`src/asg_cfg.svh`:
```
// Purpose: Constants of the axis-select and GPIO command block.
// Assumes: 40 MHz clock; ASCII command bytes.
// Notes:   Offsets are byte addresses on the plain register port.
`ifndef ASG_CFG_SVH
`define ASG_CFG_SVH

// Register offsets
`define ASG_REG_DIR 4'h0
`define ASG_REG_STATUS 4'h4
`define ASG_REG_PINS 4'h8

// Reset values
`define ASG_OE_N_RST 8'hff
`define ASG_OUT_RST 8'hff
`define ASG_BIPOLAR_RST 4'hf

// Status field positions
`define ASG_ST_BIPOLAR_LSB 0
`define ASG_ST_AXIS_LSB 4
`define ASG_ST_MULTI_BIT 6
`define ASG_ST_WAIT_BIT 7
`define ASG_ST_WBIT_LSB 8
`define ASG_ST_VALID_BIT 11

// Pins register field positions
`define ASG_PN_OUT_LSB 8

// Timing
`define ASG_CLK_NS 25
`define ASG_SETTLE_NS 1000
`define ASG_SETTLE_CYC ((`ASG_SETTLE_NS + `ASG_CLK_NS - 1) / `ASG_CLK_NS)

// Characters
`define ASG_CH_LF 8'h0a
`define ASG_CH_CR 8'h0d
`define ASG_CH_SPACE 8'h20
`define ASG_CH_SEMI 8'h3b
`define ASG_CH_QMARK 8'h3f
`define ASG_CH_0 8'h30
`define ASG_CH_9 8'h39
`define ASG_CH_UA 8'h41
`define ASG_CH_UF 8'h46
`define ASG_CH_UZ 8'h5a
`define ASG_CH_LA 8'h61
`define ASG_CH_LZ 8'h7a
`define ASG_CH_CASE 8'h20
`define ASG_CH_B 8'h42
`define ASG_CH_D 8'h44
`define ASG_CH_H 8'h48
`define ASG_CH_I 8'h49
`define ASG_CH_L 8'h4c
`define ASG_CH_M 8'h4d
`define ASG_CH_S 8'h53
`define ASG_CH_T 8'h54
`define ASG_CH_W 8'h57
`define ASG_CH_X 8'h58
`define ASG_CH_Y 8'h59
`define ASG_CH_Z 8'h5a
`define ASG_CH_LI 8'h69
`define ASG_CH_LO 8'h6f

`endif

```
`src/asg_pkg.sv`:
```
// Purpose: Types of the axis-select and GPIO command block.
// Assumes: Nothing beyond the constants header.
// Notes:   Parser states are Gray coded along the usual path.
package asg_pkg;

    // Single-axis target
    typedef enum logic [1:0] {
        asg_axis_x = 2'h0,
        asg_axis_y = 2'h1,
        asg_axis_z = 2'h2,
        asg_axis_t = 2'h3
    } asg_axis_type;

    // Parser states: collect -> exec -> reply -> collect
    typedef enum logic [1:0] {
        asg_st_collect = 2'h0,
        asg_st_exec = 2'h1,
        asg_st_reply = 2'h3
    } asg_state_type;

    // Decoded commands
    typedef enum logic [3:0] {
        asg_cmd_none = 4'h0,
        asg_cmd_sel_x = 4'h1,
        asg_cmd_sel_y = 4'h2,
        asg_cmd_sel_z = 4'h3,
        asg_cmd_sel_t = 4'h4,
        asg_cmd_multi = 4'h5,
        asg_cmd_bipolar = 4'h6,
        asg_cmd_high = 4'h7,
        asg_cmd_low = 4'h8,
        asg_cmd_mask = 4'h9,
        asg_cmd_wait_low = 4'ha,
        asg_cmd_q_dir = 4'hb,
        asg_cmd_q_state = 4'hc
    } asg_cmd_type;

endpackage

```
`src/asg_reply_tx.sv`:
```
// Purpose: Sends a reply of up to four bytes over a valid/ready stream.
// Assumes: start only while busy is low.
// Notes:   Byte 0 goes first; busy equals tx_valid.
`timescale 1ns/1ps
`default_nettype none

module asg_reply_tx (
    // Clock and reset
    input wire logic clk,
    input wire logic rst,
    input wire logic ce,
    // Reply request
    input wire logic start,
    input wire logic [2:0] len,
    input wire logic [7:0] byte0,
    input wire logic [7:0] byte1,
    input wire logic [7:0] byte2,
    input wire logic [7:0] byte3,
    output logic busy,
    // Byte stream
    output logic [7:0] tx_data,
    output logic tx_valid,
    input wire logic tx_ready
);

    logic [23:0] rest_q;
    logic [2:0] left_q;

    ////////////////////////////////////////////////////////////////////////
    // Load on start, shift one byte per accepted transfer
    always_ff @(posedge clk) begin
        if (rst) begin
            tx_valid <= 1'b0;
            tx_data <= 8'h00;
            rest_q <= 24'h000000;
            left_q <= 3'h0;
        end else if (ce) begin
            if (start && !tx_valid) begin
                tx_valid <= 1'b1;
                tx_data <= byte0;
                rest_q <= {byte3, byte2, byte1};
                left_q <= len;
            end else if (tx_valid && tx_ready) begin
                tx_data <= rest_q[7:0];
                rest_q <= {8'h00, rest_q[23:8]};
                left_q <= left_q - 3'h1;
                tx_valid <= (left_q > 3'h1); // Last byte ends the reply
            end
        end
    end

    assign busy = tx_valid;

endmodule // asg_reply_tx

`default_nettype wire

```
`src/asg_cmd_top.sv`:
```
// Purpose: ASCII command interpreter for axis select and eight GPIO bits.
// Assumes: Command bytes and register port are on clk; gpio_in is async.
// Notes:   Queued commands stall behind a pending wait; immediate ones run.
//
// Notes on behaviour
// [RL1] Y select routes later commands to Y
// [RL2] Z select routes later commands to Z
// [RL3] Arrival order; queued commands wait, immediate run
// [RL4] Direction query replies io0 or io1, LF
// [RL5] Bit-high drives chosen output high (off)
// [RL6] Outputs reset high (off)
// [RL7] Bit-low drives chosen output low (on)
// [RL8] Mask writes all outputs at once, bit0 right
// [RL9] Host sends two-digit hex mask 00..FF
// [RL10] Writes to input bits are ignored
// [RL11] State query replies 1 or 0, LF
// [RL12] Wait-low holds commands until input low
// [RL13] Bipolar only in single axis; reset default
// [RL14] Outputs flagged valid only after settling
// [RL15] X axis selected after reset
// [RL16] Commands end with semicolon; replies end LF
//
// The register addresses and the plain strobed port were left to the implementer.
`include "asg_cfg.svh"
`timescale 1ns/1ps
`default_nettype none

module asg_cmd_top #(
    parameter int GPIO_W = 8
) (
    // Clock, reset, enable
    input wire logic clk,
    input wire logic rst,
    input wire logic ce,
    // Command byte stream
    input wire logic [7:0] rx_data,
    input wire logic rx_valid,
    output logic rx_ready,
    // Reply byte stream
    output logic [7:0] tx_data,
    output logic tx_valid,
    input wire logic tx_ready,
    // General-purpose pins
    input wire logic [GPIO_W-1:0] gpio_in,
    output logic [GPIO_W-1:0] gpio_out,
    output logic [GPIO_W-1:0] gpio_oe_n,
    // Axis state
    output logic [1:0] axis_sel,
    output logic multi_mode,
    output logic [3:0] servo_bipolar,
    output logic outputs_valid,
    // Register port
    input wire logic [3:0] reg_addr,
    input wire logic [31:0] reg_wdata,
    input wire logic reg_wr,
    input wire logic reg_rd,
    output logic [31:0] reg_rdata
);

    // Bit numbers 0..7 and a two-digit mask fix the width
    if (GPIO_W != 8) begin : g_width_check
        $error("asg_cmd_top: GPIO_W must be 8");
    end

    localparam logic [7:0] SETTLE_CYC = 8'(`ASG_SETTLE_CYC);

    ////////////////////////////////////////////////////////////////////////
    // Helper functions

    // Fold lower-case letters to upper case
    function automatic logic [7:0] to_upper(input logic [7:0] c);
        if (c >= `ASG_CH_LA && c <= `ASG_CH_LZ) begin
            return c - `ASG_CH_CASE;
        end
        return c;
    endfunction

    // Upper-case letter test
    function automatic logic is_letter(input logic [7:0] c);
        return (c >= `ASG_CH_UA && c <= `ASG_CH_UZ);
    endfunction

    // Hex digit value, bit 4 flags a valid digit
    function automatic logic [4:0] hex_val(input logic [7:0] c);
        if (c >= `ASG_CH_0 && c <= `ASG_CH_9) begin
            return {1'b1, 4'(c - `ASG_CH_0)};
        end
        if (c >= `ASG_CH_UA && c <= `ASG_CH_UF) begin
            return {1'b1, 4'(c - `ASG_CH_UA + 8'h0a)};
        end
        return 5'h00;
    endfunction

    // Commands that sit behind a pending wait
    function automatic logic is_queued(input asg_pkg::asg_cmd_type k);
        return (k == asg_pkg::asg_cmd_high || k == asg_pkg::asg_cmd_low ||
                k == asg_pkg::asg_cmd_mask ||
                k == asg_pkg::asg_cmd_wait_low);
    endfunction

    ////////////////////////////////////////////////////////////////////////
    // Declarations
    asg_pkg::asg_state_type state_q, state_d;
    asg_pkg::asg_cmd_type cmd;
    logic [GPIO_W-1:0] pin_s1_q, pin_s2_q;
    logic [GPIO_W-1:0] out_q, oe_n_q;
    logic [7:0] settle_q;
    logic qmark_q, bad_q;
    logic [7:0] c1_q, c2_q, arg_q, up;
    logic [1:0] nlet_q, ndig_q;
    logic [4:0] hv;
    logic acc, is_term, bit_ok, mask_ok, hold, fire, done;
    logic [2:0] bitn;
    logic wait_q;
    logic [2:0] wait_bit_q;
    asg_pkg::asg_axis_type axis_q;
    logic multi_q;
    logic [3:0] bipolar_q;
    logic rep_start, rep_busy;
    logic [2:0] rep_len;
    logic [7:0] rep_b0, rep_b1, rep_b2, rep_b3;

    assign up = to_upper(rx_data);
    assign hv = hex_val(up);
    assign acc = rx_valid && rx_ready;
    // [RL16] Semicolon terminator
    assign is_term = (rx_data == `ASG_CH_SEMI);
    assign bitn = arg_q[2:0];
    assign bit_ok = (ndig_q == 2'h1 || ndig_q == 2'h2) && arg_q <= 8'h07;
    // [RL9] Mask of one or two digits
    assign mask_ok = (ndig_q == 2'h1 || ndig_q == 2'h2);

    ////////////////////////////////////////////////////////////////////////
    // Pin synchroniser, two flops before any use
    always_ff @(posedge clk) begin
        if (rst) begin
            pin_s1_q <= 8'h00;
            pin_s2_q <= 8'h00;
        end else if (ce) begin
            pin_s1_q <= gpio_in;
            pin_s2_q <= pin_s1_q;
        end
    end

    ////////////////////////////////////////////////////////////////////////
    // [RL14] Settle delay
    always_ff @(posedge clk) begin
        if (rst) begin
            settle_q <= 8'h00;
            outputs_valid <= 1'b0;
        end else if (ce) begin
            if (settle_q < SETTLE_CYC) begin
                settle_q <= settle_q + 8'h01;
            end
            outputs_valid <= (settle_q >= SETTLE_CYC);
        end
    end

    ////////////////////////////////////////////////////////////////////////
    // Token collection: optional '?', two letters, hex argument
    always_ff @(posedge clk) begin
        if (rst || (ce && done)) begin
            qmark_q <= 1'b0;
            bad_q <= 1'b0;
            c1_q <= 8'h00;
            c2_q <= 8'h00;
            nlet_q <= 2'h0;
            arg_q <= 8'h00;
            ndig_q <= 2'h0;
        end else if (ce && acc && !is_term) begin
            if (rx_data == `ASG_CH_SPACE || rx_data == `ASG_CH_LF ||
                rx_data == `ASG_CH_CR) begin
                qmark_q <= qmark_q; // Whitespace is skipped
            end else if (rx_data == `ASG_CH_QMARK && nlet_q == 2'h0 &&
                         !qmark_q) begin
                qmark_q <= 1'b1;
            end else if (is_letter(up) && nlet_q < 2'h2 &&
                         ndig_q == 2'h0) begin
                if (nlet_q == 2'h0) begin
                    c1_q <= up;
                end else begin
                    c2_q <= up;
                end
                nlet_q <= nlet_q + 2'h1;
            end else if (hv[4] && nlet_q == 2'h2 && ndig_q < 2'h3) begin
                arg_q <= {arg_q[3:0], hv[3:0]};
                ndig_q <= ndig_q + 2'h1;
            end else begin
                bad_q <= 1'b1;
            end
        end
    end

    ////////////////////////////////////////////////////////////////////////
    // Command decode from the collected token
    always_comb begin
        cmd = asg_pkg::asg_cmd_none;
        if (!bad_q && nlet_q == 2'h2 && !qmark_q) begin
            if (c1_q == `ASG_CH_UA) begin
                unique case (c2_q)
                    `ASG_CH_X: cmd = asg_pkg::asg_cmd_sel_x;
                    `ASG_CH_Y: cmd = asg_pkg::asg_cmd_sel_y;
                    `ASG_CH_Z: cmd = asg_pkg::asg_cmd_sel_z;
                    `ASG_CH_T: cmd = asg_pkg::asg_cmd_sel_t;
                    `ASG_CH_UA, `ASG_CH_M: cmd = asg_pkg::asg_cmd_multi;
                    default: cmd = asg_pkg::asg_cmd_none;
                endcase
            end else if (c1_q == `ASG_CH_B) begin
                unique case (c2_q)
                    `ASG_CH_I: cmd = asg_pkg::asg_cmd_bipolar;
                    `ASG_CH_H: cmd = asg_pkg::asg_cmd_high;
                    `ASG_CH_L: cmd = asg_pkg::asg_cmd_low;
                    `ASG_CH_S: cmd = asg_pkg::asg_cmd_mask;
                    `ASG_CH_W: cmd = asg_pkg::asg_cmd_wait_low;
                    default: cmd = asg_pkg::asg_cmd_none;
                endcase
            end
        end else if (!bad_q && nlet_q == 2'h2 && c1_q == `ASG_CH_B) begin
            if (c2_q == `ASG_CH_D) begin
                cmd = asg_pkg::asg_cmd_q_dir;
            end else if (c2_q == `ASG_CH_S) begin
                cmd = asg_pkg::asg_cmd_q_state;
            end
        end
    end

    ////////////////////////////////////////////////////////////////////////
    // Sequencing and reply request
    // [RL3] Queued stall behind wait
    assign hold = is_queued(cmd) && wait_q;
    assign fire = (state_q == asg_pkg::asg_st_exec) && !hold;

    always_comb begin
        state_d = state_q;
        rep_start = 1'b0;
        rep_len = 3'h0;
        rep_b0 = 8'h00;
        rep_b1 = 8'h00;
        rep_b2 = 8'h00;
        rep_b3 = 8'h00;
        unique case (state_q)
            asg_pkg::asg_st_collect: begin
                if (acc && is_term) begin
                    state_d = asg_pkg::asg_st_exec;
                end
            end
            asg_pkg::asg_st_exec: begin
                if (!hold) begin
                    state_d = asg_pkg::asg_st_collect;
                end
                // [RL4] Direction reply
                if (cmd == asg_pkg::asg_cmd_q_dir && bit_ok) begin
                    rep_start = 1'b1;
                    rep_len = 3'h4;
                    rep_b0 = `ASG_CH_LI;
                    rep_b1 = `ASG_CH_LO;
                    rep_b2 = `ASG_CH_0 + {7'h00, !oe_n_q[bitn]};
                    rep_b3 = `ASG_CH_LF;
                    state_d = asg_pkg::asg_st_reply;
                end
                // [RL11] State reply
                if (cmd == asg_pkg::asg_cmd_q_state && bit_ok) begin
                    rep_start = 1'b1;
                    rep_len = 3'h2;
                    rep_b0 = `ASG_CH_0 + {7'h00, pin_s2_q[bitn]};
                    rep_b1 = `ASG_CH_LF;
                    state_d = asg_pkg::asg_st_reply;
                end
            end
            asg_pkg::asg_st_reply: begin
                if (!rep_busy) begin
                    state_d = asg_pkg::asg_st_collect;
                end
            end
            default: state_d = asg_pkg::asg_st_collect;
        endcase
    end

    assign done = (state_q != asg_pkg::asg_st_collect) &&
                  (state_d == asg_pkg::asg_st_collect);

    // State register and registered ready
    always_ff @(posedge clk) begin
        if (rst) begin
            state_q <= asg_pkg::asg_st_collect;
            rx_ready <= 1'b0;
        end else if (ce) begin
            state_q <= state_d;
            rx_ready <= (state_d == asg_pkg::asg_st_collect);
        end
    end

    ////////////////////////////////////////////////////////////////////////
    // Axis target and mode
    always_ff @(posedge clk) begin
        if (rst) begin
            // [RL15] X after reset
            axis_q <= asg_pkg::asg_axis_x;
            multi_q <= 1'b0;
        end else if (ce && fire) begin
            unique case (cmd)
                asg_pkg::asg_cmd_sel_x: begin
                    axis_q <= asg_pkg::asg_axis_x;
                    multi_q <= 1'b0;
                end
                // [RL1] Select Y axis
                asg_pkg::asg_cmd_sel_y: begin
                    axis_q <= asg_pkg::asg_axis_y;
                    multi_q <= 1'b0;
                end
                // [RL2] Select Z axis
                asg_pkg::asg_cmd_sel_z: begin
                    axis_q <= asg_pkg::asg_axis_z;
                    multi_q <= 1'b0;
                end
                asg_pkg::asg_cmd_sel_t: begin
                    axis_q <= asg_pkg::asg_axis_t;
                    multi_q <= 1'b0;
                end
                asg_pkg::asg_cmd_multi: multi_q <= 1'b1;
                default: multi_q <= multi_q;
            endcase
        end
    end

    // [RL13] Bipolar per axis
    always_ff @(posedge clk) begin
        if (rst) begin
            bipolar_q <= `ASG_BIPOLAR_RST;
        end else if (ce && fire && cmd == asg_pkg::asg_cmd_bipolar &&
                     !multi_q) begin
            bipolar_q[axis_q] <= 1'b1;
        end
    end

    ////////////////////////////////////////////////////////////////////////
    // Output latch
    always_ff @(posedge clk) begin
        if (rst) begin
            // [RL6] Outputs off
            out_q <= `ASG_OUT_RST;
        end else if (ce && fire) begin
            // [RL10] Input bits untouched
            if (cmd == asg_pkg::asg_cmd_high && bit_ok && !oe_n_q[bitn]) begin
                // [RL5] Drive high
                out_q[bitn] <= 1'b1;
            end else if (cmd == asg_pkg::asg_cmd_low && bit_ok &&
                         !oe_n_q[bitn]) begin
                // [RL7] Drive low
                out_q[bitn] <= 1'b0;
            end else if (cmd == asg_pkg::asg_cmd_mask && mask_ok) begin
                // [RL8] Whole mask at once
                out_q <= (arg_q & ~oe_n_q) | (out_q & oe_n_q);
            end
        end
    end

    // Direction register: a set bit in the written value makes an output
    always_ff @(posedge clk) begin
        if (rst) begin
            oe_n_q <= `ASG_OE_N_RST;
        end else if (ce && reg_wr && reg_addr == `ASG_REG_DIR) begin
            oe_n_q <= ~reg_wdata[7:0];
        end
    end

    ////////////////////////////////////////////////////////////////////////
    // [RL12] Wait for input low
    always_ff @(posedge clk) begin
        if (rst) begin
            wait_q <= 1'b0;
            wait_bit_q <= 3'h0;
        end else if (ce) begin
            if (fire && cmd == asg_pkg::asg_cmd_wait_low && bit_ok) begin
                wait_q <= 1'b1;
                wait_bit_q <= bitn;
            end else if (wait_q && !pin_s2_q[wait_bit_q]) begin
                wait_q <= 1'b0;
            end
        end
    end

    ////////////////////////////////////////////////////////////////////////
    // Register read port, data stands one cycle after the strobe
    always_ff @(posedge clk) begin
        if (rst) begin
            reg_rdata <= 32'h00000000;
        end else if (ce) begin
            reg_rdata <= 32'h00000000;
            if (reg_rd) begin
                unique case (reg_addr)
                    `ASG_REG_DIR: reg_rdata[7:0] <= ~oe_n_q;
                    `ASG_REG_STATUS: begin
                        reg_rdata[`ASG_ST_BIPOLAR_LSB +: 4] <= bipolar_q;
                        reg_rdata[`ASG_ST_AXIS_LSB +: 2] <= axis_q;
                        reg_rdata[`ASG_ST_MULTI_BIT] <= multi_q;
                        reg_rdata[`ASG_ST_WAIT_BIT] <= wait_q;
                        reg_rdata[`ASG_ST_WBIT_LSB +: 3] <= wait_bit_q;
                        reg_rdata[`ASG_ST_VALID_BIT] <= outputs_valid;
                    end
                    `ASG_REG_PINS: begin
                        reg_rdata[7:0] <= pin_s2_q;
                        reg_rdata[`ASG_PN_OUT_LSB +: 8] <= out_q;
                    end
                    default: reg_rdata <= 32'h00000000;
                endcase
            end
        end
    end

    ////////////////////////////////////////////////////////////////////////
    // Output flops
    assign gpio_out = out_q;
    assign gpio_oe_n = oe_n_q;
    assign axis_sel = axis_q;
    assign multi_mode = multi_q;
    assign servo_bipolar = bipolar_q;

    // [RL16] Replies end in line feed
    asg_reply_tx u_reply (
        .clk(clk),
        .rst(rst),
        .ce(ce),
        .start(rep_start),
        .len(rep_len),
        .byte0(rep_b0),
        .byte1(rep_b1),
        .byte2(rep_b2),
        .byte3(rep_b3),
        .busy(rep_busy),
        .tx_data(tx_data),
        .tx_valid(tx_valid),
        .tx_ready(tx_ready)
    );

endmodule // asg_cmd_top

`default_nettype wire

```
`config.mk`:
```
export PLATFORM = sky130hd
export DESIGN_NAME = asg_cmd_top
export DESIGN_NICKNAME = d
export VERILOG_FILES = /design/src/asg_pkg.sv /design/src/asg_reply_tx.sv /design/src/asg_cmd_top.sv
export VERILOG_INCLUDE_DIRS = /design/src
export SDC_FILE = /design/constraint.sdc
export NUM_CORES = 1
export LEC_CHECK = 0
export BUFFER_PORTS_ARGS = -buffer_cell sky130_fd_sc_hd__buf_2
export CAP_MARGIN = 10
export CORE_UTILIZATION = 58
export DETAILED_ROUTE_END_ITERATION = 10
export PLACE_DENSITY_LB_ADDON = 0.2
export SETUP_SLACK_MARGIN = 0.5
export SYNTH_ARGS = -nofsm -noshare
export SYNTH_HDL_FRONTEND = slang
export SYNTH_SLANG_ARGS = --single-unit
```
`constraint.sdc`:
```
create_clock -name clk -period 6.65 [get_ports clk]
set_input_delay 0.3325 -clock clk [delete_from_list [all_inputs] [get_ports clk]]
set_output_delay 0.3325 -clock clk [all_outputs]
set_load 0.01 [all_outputs]
```
== After elaboration in Yosys (flattened, before gate mapping) ==
Index checks and enable logic that the tools add are counted.
Word-level totals
  register bits: 153
  bits of input ports: 59
  output and inout bits: 66
  word-level logic and storage cells: 256
Cells by class
  add/sub/neg operators: 10
  order comparisons: 18
  equality and inequality tests: 38
  mux-type cells: 69
  bitwise logic cells: 14
  reduce and logical (&&, ||, !) cells: 82
Operator list (number)
  $eq A8 B7 Y1 const B: 14
  $mux W8: 11
  $mux W24: 2
  $logic_and A1 B1 Y1: 41
  $mux W4: 9
  $mux W7: 4
  $and A8 B8 Y8: 3
  $eq A4 B4 Y1 const B: 6
  $eq A8 B6 Y1 const B: 3
  $le A8 B7 Y1 const B: 3
  $not A8 Y8: 3
  $pmux W8 S3: 1
  $eq A4 B3 Y1 const B: 5
  $mux W5: 4
  $pmux W4 S5: 1
  $reduce_and A5 Y1: 4
  $eq A8 B4 Y1 const B: 2
  $ge A8 B6 Y1 const B: 2
  $ge A8 B7 Y1 const B: 2
  $mux W1: 16
  $mux W16: 1
  $or A8 B8 Y8: 2
  $mux W3: 5
  $pmux W3 S5: 1
  42 further kinds: 86

== Depth between registers and ports, before layout ==
Gate-level depths: netlist of run 1.
  depth in word-level cells: 18
  depth in mapped cells: 12
  mapped depth without buffers: 10

== Hierarchy ==
Synthesis of run 1 repeated with hierarchy kept, for this count alone.
Unflattened totals
  cell total of the unflattened synthesis: 869
  area total of the unflattened synthesis: 7375.8 sq um
Modules (own cells, without submodules)
  asg_cmd_top: times used 1, cells an instance 692, area an instance 5669.2 sq um
  asg_reply_tx: times used 1, cells an instance 177, area an instance 1706.6 sq um

== Worst setup path after synthesis of run 1 ==
No wires, ideal clock.
  path type: reg2reg
  from: register c2_q[1]
  to: register axis_q[0] (netlist: axis_sel[0])
  data arrival time: 2566 ps
  data required time: 6564 ps
  setup slack: 3997 ps
  cell stages (with the launch flop): 11
  path buffers: 2
  clock period less this slack: 2653 ps
  cell sequence: dfxtp_1 -> buf_2 -> or4b_4 -> a21oi_2 -> a22o_4 -> nand3_2 -> a2111o_1 -> and3b_1 -> buf_6 -> a41o_1 -> a221oi_2
Between the ends
  word-level cells in the longest chain between the ends: 14
  elaborated cells between the ends (all ways): 39
  those cells by class: 20 x eq/ne; 9 x mux; 10 x reduce/logical
Ends and longest elaborated chain
  start: declaration: RTL line asg_cmd_top.sv:109  | logic [7:0] c1_q, c2_q, arg_q, up;
  start signal: assignment: RTL line asg_cmd_top.sv:182  | c2_q <= up;
  $eq A8 B7 Y1, on equally long branches: RTL line asg_cmd_top.sv:209, asg_cmd_top.sv:200
  $pmux W4 S5 (tied with other cells): RTL line asg_cmd_top.sv:209  | unique case (c2_q)
  $mux W4 (tied with other cells): RTL line asg_cmd_top.sv:208  | end else if (c1_q == `ASG_CH_B) begin
  $mux W4, on equally long branches: RTL line asg_cmd_top.sv:199, asg_cmd_top.sv:218
  $mux W4 *: RTL line asg_cmd_top.sv:198  | if (!bad_q && nlet_q == 2'h2 && !qmark_q) begin
  $eq A4 B3 Y1 / $eq A4 B4 Y1 (equally long branches): RTL line asg_cmd_top.sv:96  | return (k == asg_pkg::asg_cmd_high || k == asg_pkg::asg_cmd_low ||
  $logic_or A1 B1 Y1 (2 in a row): RTL line asg_cmd_top.sv:96
  $logic_or A1 B1 Y1: RTL line asg_cmd_top.sv:97  | k == asg_pkg::asg_cmd_mask ||
  $logic_and A1 B1 Y1: RTL line asg_cmd_top.sv:230  | assign hold = is_queued(cmd) && wait_q;
  $logic_not A1 Y1
  $logic_and A1 B1 Y1: RTL line asg_cmd_top.sv:231  | assign fire = (state_q == asg_pkg::asg_st_exec) && !hold;
  $logic_and A1 B1 Y1: RTL line asg_cmd_top.sv:300  | end else if (ce && fire) begin
  $reduce_and A2 Y1 (no source line)
  end signal: assignment: RTL line asg_cmd_top.sv:298  | axis_q <= asg_pkg::asg_axis_x;
  end signal: assignment: RTL line asg_cmd_top.sv:303  | axis_q <= asg_pkg::asg_axis_x;
  end signal: assignment: RTL line asg_cmd_top.sv:308  | axis_q <= asg_pkg::asg_axis_y;
  end: declaration: RTL line asg_cmd_top.sv:116  | asg_pkg::asg_axis_type axis_q;
Mark *: on every way between the ends. The rest lies on a longest branch, timed or not.
A chain may end at the register's enable or synchronous reset.

==> results of run 1 <==
==> cell families after synthesis <==
| family | after synthesis |
|---|---|
| other cells | 1 |
| fa+ha+maj | 13 |
| mux | 49 |
| compound gates | 191 |
| flops | 119 |
| simple gates | 284 |
| xor+xnor | 9 |
| buf+inv | 98 |
==> worst register-to-register path, stage by stage (launching register included) <==
cell and delay [ns]:
dfxtp_1 0.34, nor3b_2 0.55, nand4_1 0.39, o31ai_1 0.33, nand2_1 0.14, o21bai_1 0.76
o211ai_2 0.41, and2_1 0.40, o221a_2 0.27
==> how the worst max path moves through the flow <==
stage	start	endpoint	slack, ns	cells after the start
final	c2_q[6]	flop	2.96	8
after global routing	c2_q[6]	flop	2.72	8
after global placement	c1_q[7]	flop	3.08	8
after CTS	c2_q[6]	flop	3.04	8
after detailed placement	c2_q[6]	flop	3.09	8
after floorplan	c2_q[1]	axis_sel[0]	4.00	10
==> area by class of cell <==
| type | count | area share [%] |
|---|---|---|
| Timing Repair Buffer | 89 | 6.30 |
| Clock inverter | 9 | 1.42 |
| Inverter | 28 | 1.44 |
| Clock buffer | 21 | 6.01 |
| Multi-Input combinational cell | 563 | 49.8 |
| Sequential cell | 119 | 32.6 |
| Tap cell | 140 | 2.40 |
==> cell usage after synthesis (5+ instances only) <==
library cell	n
o211ai_1	9
dfxtp_1	119
nand2b_1	11
o21ai_0	36
a21oi_1	45
nand3b_1	6
nor2_1	106
buf_4	17
a31oi_1	11
a211oi_1	10
mux2i_1	42
xnor2_1	6
nor4b_1	5
a22oi_1	14
a311oi_1	9
inv_1	28
nand3_1	21
nand4_1	9
clkbuf_1	30
ha_1	13
nor2b_1	14
nand2_1	53
nor3_1	12
a221oi_1	7
buf_1	11
buf_2	9
==> state kept, by name, summed over array words and instances (netlist names), 2 cells and up, named ones only <==
register,flops
wait_bit_q,3
state_q,2
gpio_oe_n,8
nlet_q,2
u_reply.left_q,3
u_reply.rest_q,7
reg_rdata,16
u_reply.tx_data,7
pin_s2_q,8
axis_sel,2
pin_s1_q,8
servo_bipolar,4
settle_q,8
c1_q,8
ndig_q,2
arg_q,8
c2_q,8
==> through the flow <==
step                      power, mW  instance area, um^2  worst slack, ns  std cells
after floorplan               0.817                 6480             4.00        780
after global placement        0.838                 6760             3.08        939
after detailed placement      0.841                 6760             3.09        939
after CTS                      1.69                 7300             3.04        969
after global routing           1.74                 7300             2.72        969
final                          1.69                 7300             2.96        969
==> layer usage <==
layer  global-route usage (%)  share of wire (%)  vias up
met4                     13.6                2.5        0
met1                     37.0                 43     2897
met2                     51.2                 48      248
met3                     5.57                6.4       42
li1                         -                  -     2850
met5                        0                  0        -
==> power breakdown <==
group / switching, mW / leakage, nW / internal [mW]
Sequential: 0.0103 / 0.963 / 0.723
Clock: 0.321 / 0.263 / 0.536
Combinational: 0.0618 / 1.82 / 0.0335
==> reports/qor.txt, run 1 <==
status - complete, no violations
crit path launch type - flop
Multi-input gate area - 0.00364 mm^2
Initial Utilization - 59.5%
first-pass GRT wire length - 27300 um
main combinational cell family by area after synthesis - simple AND/OR/NAND/NOR gates
PwrDens - 231 mW/mm^2
Mapped Area - 0.00642 mm^2
CTS Hold Bufs - 0
Lkg Pwr - 3.04 nW
Synth Area in Adders - 2.53%
H-tree depth - 4
crit path cell chain - nor3b_2, nand4_1, o31ai_1, nand2_1, o21bai_1, o211ai_2, and2_1, o221a_2
Post-synth EDFFs - 0
Fillers - 898
Reg area - 0.00238 mm^2
root buf cell - clkbuf_8
MaxCap Viol Count - 0
post-synth top area share - 37.1%
core area - 0.0108 mm^2
drt total wl - 16900 um
RR Startpoint - c2_q[6]
Routability Congestion - 0.974
Clock Latency Late Sink - 0.54 ns
CTS Sinks - 119
nets@finish - 890
routed len/inst - 17.4 um
area delta synth->final - 13.7%
post-detail-place hpwl - 11600 um
Async S/R FF share, synth - 0%
Post-Synth XOR/XNOR Area - 1.23%
WP buf/inv - 0
Hold Path Stages - 2
number of global-route vias before repair - 5693
postcts setup bufs - 0
Tightest Pin Transition - 1.01 ns
WP data required - 7.08 ns
1st-pass router iterations - 5
mux share of post-synthesis cell area - 8.47%
Die X - 107 um
layout cell share with drive strength beyond 1 - 17.6%
Hold Crit Class - input pin to flop
most frequent cells in the layout - 119 x dfxtp_1, 106 x nor2_1, 83 x buf_2, 53 x nand2_1, 45 x a21oi_1
Crit path largest cell delay - 0.75 ns
Die ar. - 0.0115 mm^2
critical path arrival - 4.12 ns
crit path kind - flop to flop
Syn Inst Count - 764
maximum vdd ir drop - 0.205 mV
setup slack, reg-to-reg - 2.96 ns
num rows - 38
Hold WS - 0.0126 ns
Hold Path End - gpio_oe_n[4]
Fin Setup TNS - 0 ns
ant diodes - 0
Worst Setup End Kind - flop
# IOs - 125
Antenna Nets Post-Route - 0
unrepaired setup endpoints after global routing - no
f_max - 0.271 GHz
Syn Area/Cell - 8.41 um^2
register area share after synthesis - 37.1%
Slew Viols, Final - 0
setup violators final - 0
min-delay src - reg_wdata[4]
Distinct cells, synth - 85
Via density - 6.23
Clock transition at path regs - 0.06 ns
IO buf count - 83
Area contributors post-synth - dfxtp_1 37%, mux2i_1 6.5%, nor2_1 6.2%
yosys warns - 0
CTS max path bufs - 2
Synth Register Bits - 119
CP max stage cell - o21bai_1
Critical Path Fanout Max - 11
fin util - 67.7%
CTS tree - yes
Die Height - 107 um
vias - 6037
Post-route DRC - 0
GR Overflow Total - 0
dominant cell type by area after synthesis - dfxtp_1
post-synthesis compound-gate area fraction - 20.6%
Synth Area in Simple Gates - 22.8%
fin crit period - 3.69 ns
largest net degree at the start of global routing - 86
CTS resizes - 0
GR Util All Layers - 30.1%
Final Cycle Share - 55.5%
most common cell after layout, fill and taps aside - dfxtp_1
CP top delay family - compound AO/OA/AOI/OAI gates
TritonCTS buffer count - 17
Worst Reg-to-Reg Cells - 8
initial antenna violation count - 0
Iteration-0 DRC Markers - 595
Worst Clk Skew - 0.00727 ns
Rel. slew slack - 32.0%
Final Hold Fails - 0
most common flop cell mapped by yosys - dfxtp_1
Note: power is estimated with default switching activity, not from simulation.
==> run 2, diff against run 1 <==
--- a/config.mk
+++ b/config.mk
@@ -6,9 +6,10 @@
 export SDC_FILE = /design/constraint.sdc
 export NUM_CORES = 1
 export LEC_CHECK = 0
+export ABC_AREA = 1
 export BUFFER_PORTS_ARGS = -buffer_cell sky130_fd_sc_hd__buf_2
 export CAP_MARGIN = 10
-export CORE_UTILIZATION = 58
+export CORE_UTILIZATION = 51
 export DETAILED_ROUTE_END_ITERATION = 10
 export PLACE_DENSITY_LB_ADDON = 0.2
 export SETUP_SLACK_MARGIN = 0.5
==> constraint.sdc (replaced) <==
create_clock -name clk -period 3.1 [get_ports clk]
set_input_delay 0.155 -clock clk [delete_from_list [all_inputs] [get_ports clk]]
set_output_delay 0.155 -clock clk [all_outputs]
set_load 0.01 [all_outputs]
==> run 2 against run 1 <==
Clock skew hardly changed. Sequential share of layout area is 3.2 points lower. First-iteration DRC count is 2.2% lower. Area after synthesis is 5.7% higher. Final cell count is 38% higher. Largest cell class unchanged. Maximum frequency is 53% higher. Worst setup slack worse by 2.3 ns. Via count is 14% higher.
==> reports/qor.txt, run 2 <==
status - complete, no violations
most frequent cells in the layout - 224 x nand2_1, 168 x nor2_1, 126 x inv_1, 117 x dfxtp_1, 85 x nand3_1
Reg area - 0.00239 mm^2 (+0.21%)
drt total wl - 18000 um (+6.8%)
routed len/inst - 13.5 um (-23%)
Iteration-0 DRC Markers - 582 (-2.2%)
fin crit period - 2.42 ns (-1.27 ns)
most common flop cell mapped by yosys - dfxtp_1
Fillers - 1205 (+34%)
Lkg Pwr - 3.60 nW (+18%)
Die X - 117 um (+9.4%)
Worst Setup End Kind - flop
1st-pass router iterations - 6 (+1)
nets@finish - 1225 (+38%)
first-pass GRT wire length - 30200 um (+10%)
Slew Viols, Final - 0 (unchanged)
Area contributors post-synth - dfxtp_1 35%, nand2_1 12%, nor2_1 9.4%
IO buf count - 83 (unchanged)
register area share after synthesis - 35.1% (-2.0 points)
Mapped Area - 0.00679 mm^2 (+5.7%)
MaxCap Viol Count - 0 (unchanged)
WP buf/inv - 3 (+3)
Via density - 5.17 (-17%)
Worst Clk Skew - 0.00756 ns (+0.000295 ns)
ant diodes - 0 (unchanged)
Rel. slew slack - 44.9% (+13 points)
maximum vdd ir drop - 0.350 mV (+71%)
setup violators final - 0 (unchanged)
CTS tree - yes
GR Overflow Total - 0 (unchanged)
most common cell after layout, fill and taps aside - nand2_1
core area - 0.0128 mm^2 (+19%)
Largest Register - reg_rdata
number of global-route vias before repair - 6288 (+10%)
CTS max path bufs - 2 (unchanged)
Clock Latency Late Sink - 0.42 ns (-0.12 ns)
critical path arrival - 2.77 ns (-1.35 ns)
Syn Area/Cell - 6.44 um^2 (-23%)
Final Hold Fails - 0 (unchanged)
Post-synth EDFFs - 0 (unchanged)
area delta synth->final - 19.3%
num rows - 41 (+7.9%)
H-tree depth - 4 (unchanged)
Synth Register Bits - 119 (unchanged)
Initial Utilization - 52.9% (-6.6 points)
Antenna Nets Post-Route - 0 (unchanged)
crit path kind - flop to flop
CP top delay family - simple AND/OR/NAND/NOR gates
max reg flops - 16 (unchanged)
Routability Congestion - 0.909 (-6.6%)
most common cell in the netlist - nand2_1
GR Util All Layers - 27.1% (-3.0 points)
Syn Inst Count - 1055 (+38%)
crit path launch type - flop
CTS Sinks - 119 (unchanged)
post-detail-place hpwl - 12500 um (+8.1%)
layout cell share with drive strength beyond 1 - 16.6% (-1.1 points)
Post-route DRC - 0 (unchanged)
Final Cycle Share - 78.0% (+23 points)
vias - 6911 (+14%)
f_max - 0.413 GHz (+53%)
yosys warns - 0 (unchanged)
CP max stage cell - dfxtp_1
PwrDens - 456 mW/mm^2 (+98%)
Tightest Pin Transition - 0.822 ns (-0.184 ns)
Die ar. - 0.0138 mm^2 (+20%)
Multi-input gate area - 0.00373 mm^2 (+2.5%)
Crit path largest cell delay - 0.34 ns (-0.41 ns)
Async S/R FF share, synth - 0% (unchanged)
Hold Crit Class - input pin to flop
initial antenna violation count - 0 (unchanged)
crit path cell chain - inv_1, ha_1, inv_1, nor4_1, and2_4, nand3_1, nor2_2, nand3_2, nand3_2, nand2_8, clkinv_2, nand2_1, a21oi_1
total power - 3.70 mW (+120%)
root buf cell - clkbuf_16
largest net degree at the start of global routing - 48 (-44%)
TritonCTS buffer count - 17 (unchanged)
Critical Path Fanout Max - 19 (+8)
Die Height - 117 um (+9.4%)
Post-synth top cells - 226 x nand2_1, 170 x nor2_1, 127 x inv_1, 119 x dfxtp_1, 86 x nand3_1
# IOs - 125 (unchanged)
dominant cell type by area after synthesis - dfxtp_1
post-synth top area share - 35.1% (-2.0 points)
WP data required - 3.45 ns (-3.63 ns)
Clock transition at path regs - 0.06 ns (about the same)
Distinct cells, synth - 48 (-44%)
Fin Setup TNS - 0 ns (unchanged)
unrepaired setup endpoints after global routing - yes
run 2: cell count changes after synthesis, moves of 31 or more:
cell / change
nand3_1: +65
nor2_1: +64
o21ai_0: +31
nand2_1: +173
inv_1: +99
mux2i_1: -42
run 2: layer usage:
metal | track usage, % | share of wire (%) | vias up
met5 | 0 | 0 | -
met4 | 9.98 | 2.0 | 0
met3 | 6.96 | 7.3 | 29
met2 | 41.0 | 44 | 236
met1 | 36.9 | 47 | 3078
li1 | - | - | 3568
run 2: kinds of logic after synthesis:
group	Yosys count	share of synthesized area, %
buffers and inverters	188	11.8
other	1	0.0552
AND/OR/NAND/NOR	573	37.4
flip-flops	119	35.1
adder cells (fa/ha/maj)	13	2.40
XOR/XNOR	2	0.258
AO/OA/AOI/OAI	159	13.0
run 2: final cells by class:
class,instances,area share (%)
multi-input cells,764,46.0
clock buffers,23,6.27
flip-flops and latches,119,29.5
repair inverters,1,0.0618
clock inverters,9,0.819
inverters,141,6.64
well taps,172,2.66
repair buffers,109,8.08
run 2: repair_timing:
item	4_1_cts	5_1_grt
hold buffers	16	0
resized for setup	0	26
hold endpoints to repair	16	0
buffers inserted	0	4
setup endpoints to repair	0	63
run 2: per-stage QoR:
step	std cells	hold slack (ns)	setup WS [ns]	area (um^2)	util, %
2_1_floorplan	1071	0.271	0.879	6850	-
3_3_place_gp	1285	0.354	0.539	7250	56.6
3_5_place_dp	1285	0.355	0.540	7250	56.6
4_1_cts	1333	0.0684	0.519	7990	62.3
5_1_grt	1338	0.0847	0.440	8100	63.2
6_report	1338	0.0837	0.681	8100	63.2
run 2: path summary, 6_finish.rpt:
kind	start	cells after the start	slack [ns]	endpoint
worst max-delay path	ndig_q[0]	13	0.68	u_reply.left_q[2]
worst min-delay path	tx_ready	3	0.08	u_reply.tx_data[1]
worst max register to register	ndig_q[0]	13	0.68	u_reply.left_q[2]
worst min register to register	settle_q[6]	2	0.42	settle_q[6]
run 2: power by group:
part / switching, mW / total [mW] / internal [mW]
registers: 0.0177 / 1.57 / 1.55
logic: 0.164 / 0.247 / 0.0822
clock network: 0.730 / 1.88 / 1.15
run 2: tightest hold or removal path, stage by stage:
cell,delay [ns]
buf_2,0.13
nand4_1,0.10
a21oi_1,0.06
==> run 3, diff against run 2 <==
==> constraint.sdc (replaced) <==
create_clock -name clk -period 2.1 [get_ports clk]
set_input_delay 0.105 -clock clk [delete_from_list [all_inputs] [get_ports clk]]
set_output_delay 0.105 -clock clk [all_outputs]
set_load 0.01 [all_outputs]
==> run 3 against run 2 <==
Largest power group unchanged. Power grew 62%. Clock power grew 70%. Die area stayed put. Hold slack got worse by 0.061 ns. The run now ends with design-rule violations, negative setup slack left. Wire length up 38%. Count of clock-buffer cells in the layout fell by 4. Global-route usage rose by 3.5 points. Clock skew up 0.0019 ns. Sequential power up 48%. Utilization grew 14 points. Critical endpoint is now c1_q[7]. Non-clock buffer count is 118 higher.
==> reports/qor.txt, run 3 (synthesized netlist as in run 2, its figures left out) <==
Routability Congestion - 0.946 (+4.1%)
crit path kind - flop to flop
Slew Viols, Final - 0 (unchanged)
Die Height - 117 um (unchanged)
Die X - 117 um (unchanged)
Clock power frac - 53.3% (+2.5 points)
Clock transition at path regs - 0.06 ns (about the same)
Worst Setup End Kind - flop
Fillers - 861 (-29%)
combinational share of power - 7.9% (+1.2 points)
GR Overflow Total - 0 (unchanged)
GR Util All Layers - 30.6% (+3.5 points)
core area - 0.0128 mm^2 (unchanged)
post-place setup slack - -0.145 ns (-0.685 ns)
failing checks - design-rule violations, negative setup slack
maximum vdd ir drop - 0.501 mV (+43%)
Via density - 5.72 (+11%)
Die ar. - 0.0138 mm^2 (unchanged)
Final Cycle Share - 116% (+38 points)
Lkg Pwr - 4.43 nW (+23%)
Initial Utilization - 52.9% (unchanged)
f_max - 0.409 GHz (-1.1%)
first-pass GRT wire length - 34100 um (+13%)
Critical Path Fanout Max - 8 (-11)
CTS tree - yes
initial antenna violation count - 0 (unchanged)
nets@finish - 1344 (+9.7%)
area delta synth->final - 46.5%
cell internal pwr - 4.56 mW (+64%)
drt total wl - 25000 um (+38%)
Hold Crit Class - input pin to flop
critical path arrival - 2.76 ns (about the same)
IO buf count - 83 (unchanged)
unrepaired setup endpoints after global routing - yes
max reg flops - 16 (unchanged)
layout cell share with drive strength beyond 1 - 36.2% (+20 points)
Worst Clk Skew - 0.00943 ns (+0.00187 ns)
post-detail-place hpwl - 13800 um (+9.9%)
fin cells - 1456 (+8.8%)
largest net degree at the start of global routing - 48 (unchanged)
fin crit period - 2.44 ns (+0.0262 ns)
vias - 8323 (+20%)
CTS max path bufs - 2 (unchanged)
sw frac - 23.7% (-0.93 points)
status - finished, violations left
num rows - 41 (unchanged)
placed instance count - 1373 (+6.8%)
most common cell after layout, fill and taps aside - nand2_1
WP data required - 2.42 ns (-1.03 ns)
crit path launch type - flop
Post-DP Area - 0.00811 mm^2 (+12%)
Antenna Nets Post-Route - 0 (unchanged)
TritonCTS buffer count - 17 (unchanged)
# IOs - 125 (unchanged)
CTS Sinks - 119 (unchanged)
H-tree depth - 4 (unchanged)
Multi-input gate area - 0.00439 mm^2 (+18%)
Rel. slew slack - 58.7% (+14 points)
ant diodes - 0 (unchanged)
total power - 5.98 mW (+62%)
fin util - 77.6% (+14 points)
Reg area - 0.00241 mm^2 (+0.84%)
Psw - 1.42 mW (+56%)
final setup margin - -0.345 ns (-1.03 ns)
setup violators final - 68 (+68)
Post-route DRC - 1 (+1)
number of global-route vias before repair - 7193 (+14%)
Tightest Pin Transition - 0.617 ns (-0.205 ns)
most frequent cells in the layout - 178 x nand2_1, 132 x nor2_1, 106 x inv_1, 101 x dfxtp_1, 99 x buf_4
Final Cell Area - 0.00995 mm^2 (+23%)
Flop pwr share - 38.8% (-3.7 points)
root buf cell - clkbuf_16
MaxCap Viol Count - 0 (unchanged)
Iteration-0 DRC Markers - 1039 (+79%)
Clock Latency Late Sink - 0.43 ns (about the same)
1st-pass router iterations - 9 (+3)
Largest Register - reg_rdata
routed len/inst - 17.1 um (+27%)
PwrDens - 602 mW/mm^2 (+32%)
Final Hold Fails - 0 (unchanged)
[run 3: cell types whose count changed in the layout (fill, tap and decap cells not counted), moves of 20 or more]
cell,delta
nand2_2,+29
inv_1,-20
buf_4,+90
nand2_1,-46
nor2_1,-36
nor2_2,+21
[run 3: critical path, cell delays in order, from the launching register on]
cell and delay [ns]:
dfxtp_2 0.32, inv_2 0.08, ha_4 0.15, nand2_4 0.07, nor2_4 0.15, inv_2 0.08, buf_4 0.14, nand2_2 0.07
inv_2 0.06, nor2_4 0.16, nand2_4 0.08, buf_4 0.15, nand3_2 0.06, nand2_2 0.08, nand3_2 0.09, nand4_1 0.16
nand2_4 0.20, clkbuf_16 0.19, nor2_1 0.05
[run 3: area by class of cell]
class,instances,area share (%)
Clock buffer,19,4.35
Clock inverter,12,2.04
Timing Repair Buffer,227,17.5
Sequential cell,119,24.2
Tap cell,172,2.16
Inverter,141,5.55
Multi-Input combinational cell,766,44.2
[run 3: final timing paths]
check / startpoint / to / slack (ns) / cells past startpoint
max: nlet_q[0] / c1_q[7] / -0.34 / 18
min: tx_ready / u_reply.rest_q[11] / 0.02 / 3
max reg2reg: nlet_q[0] / c1_q[7] / -0.34 / 18
min reg2reg: settle_q[6] / settle_q[6] / 0.43 / 2
[run 3: power by group through the flow]
stage,clock network (mW),registers (mW),logic [mW]
finish,3.19,2.32,0.471
floorplan,0,2.36,0.252
detailed placement,0,2.36,0.372
global placement,0,2.36,0.370
CTS,3.18,2.32,0.410
global route,3.30,2.32,0.509
[run 3: metrics by stage]
step                setup TNS (ns)  hold slack (ns)
floorplan                        0            0.221
global placement             -3.09            0.307
detailed placement           -5.17            0.308
CTS                          -1.19           0.0191
global route                -20.83           0.0370
finish                      -15.14           0.0226
[run 3: what timing repair did]
action / CTS / global route
gates resized for setup: 105 / 112
setup buffers: 16 / 15
pin swaps: 41 / 44
endpoints found under the setup margin: 73 / 73
hold buffers: 16 / 0
hold endpoints to repair: 16 / 0
gates cloned: 2 / 3
[run 3: metal layers]
| layer | part of all wire [%] | vias up | routed length [um] | GRT usage [%] |
|---|---|---|---|---|
| met5 | 0 | - | 0 | 0 |
| met3 | 9.0 | 142 | 2240 | 6.86 |
| met2 | 48 | 480 | 12000 | 50.0 |
| met1 | 38 | 3872 | 9470 | 38.7 |
| met4 | 5.2 | 0 | 1290 | 12.5 |
| li1 | - | 3829 | - | - |
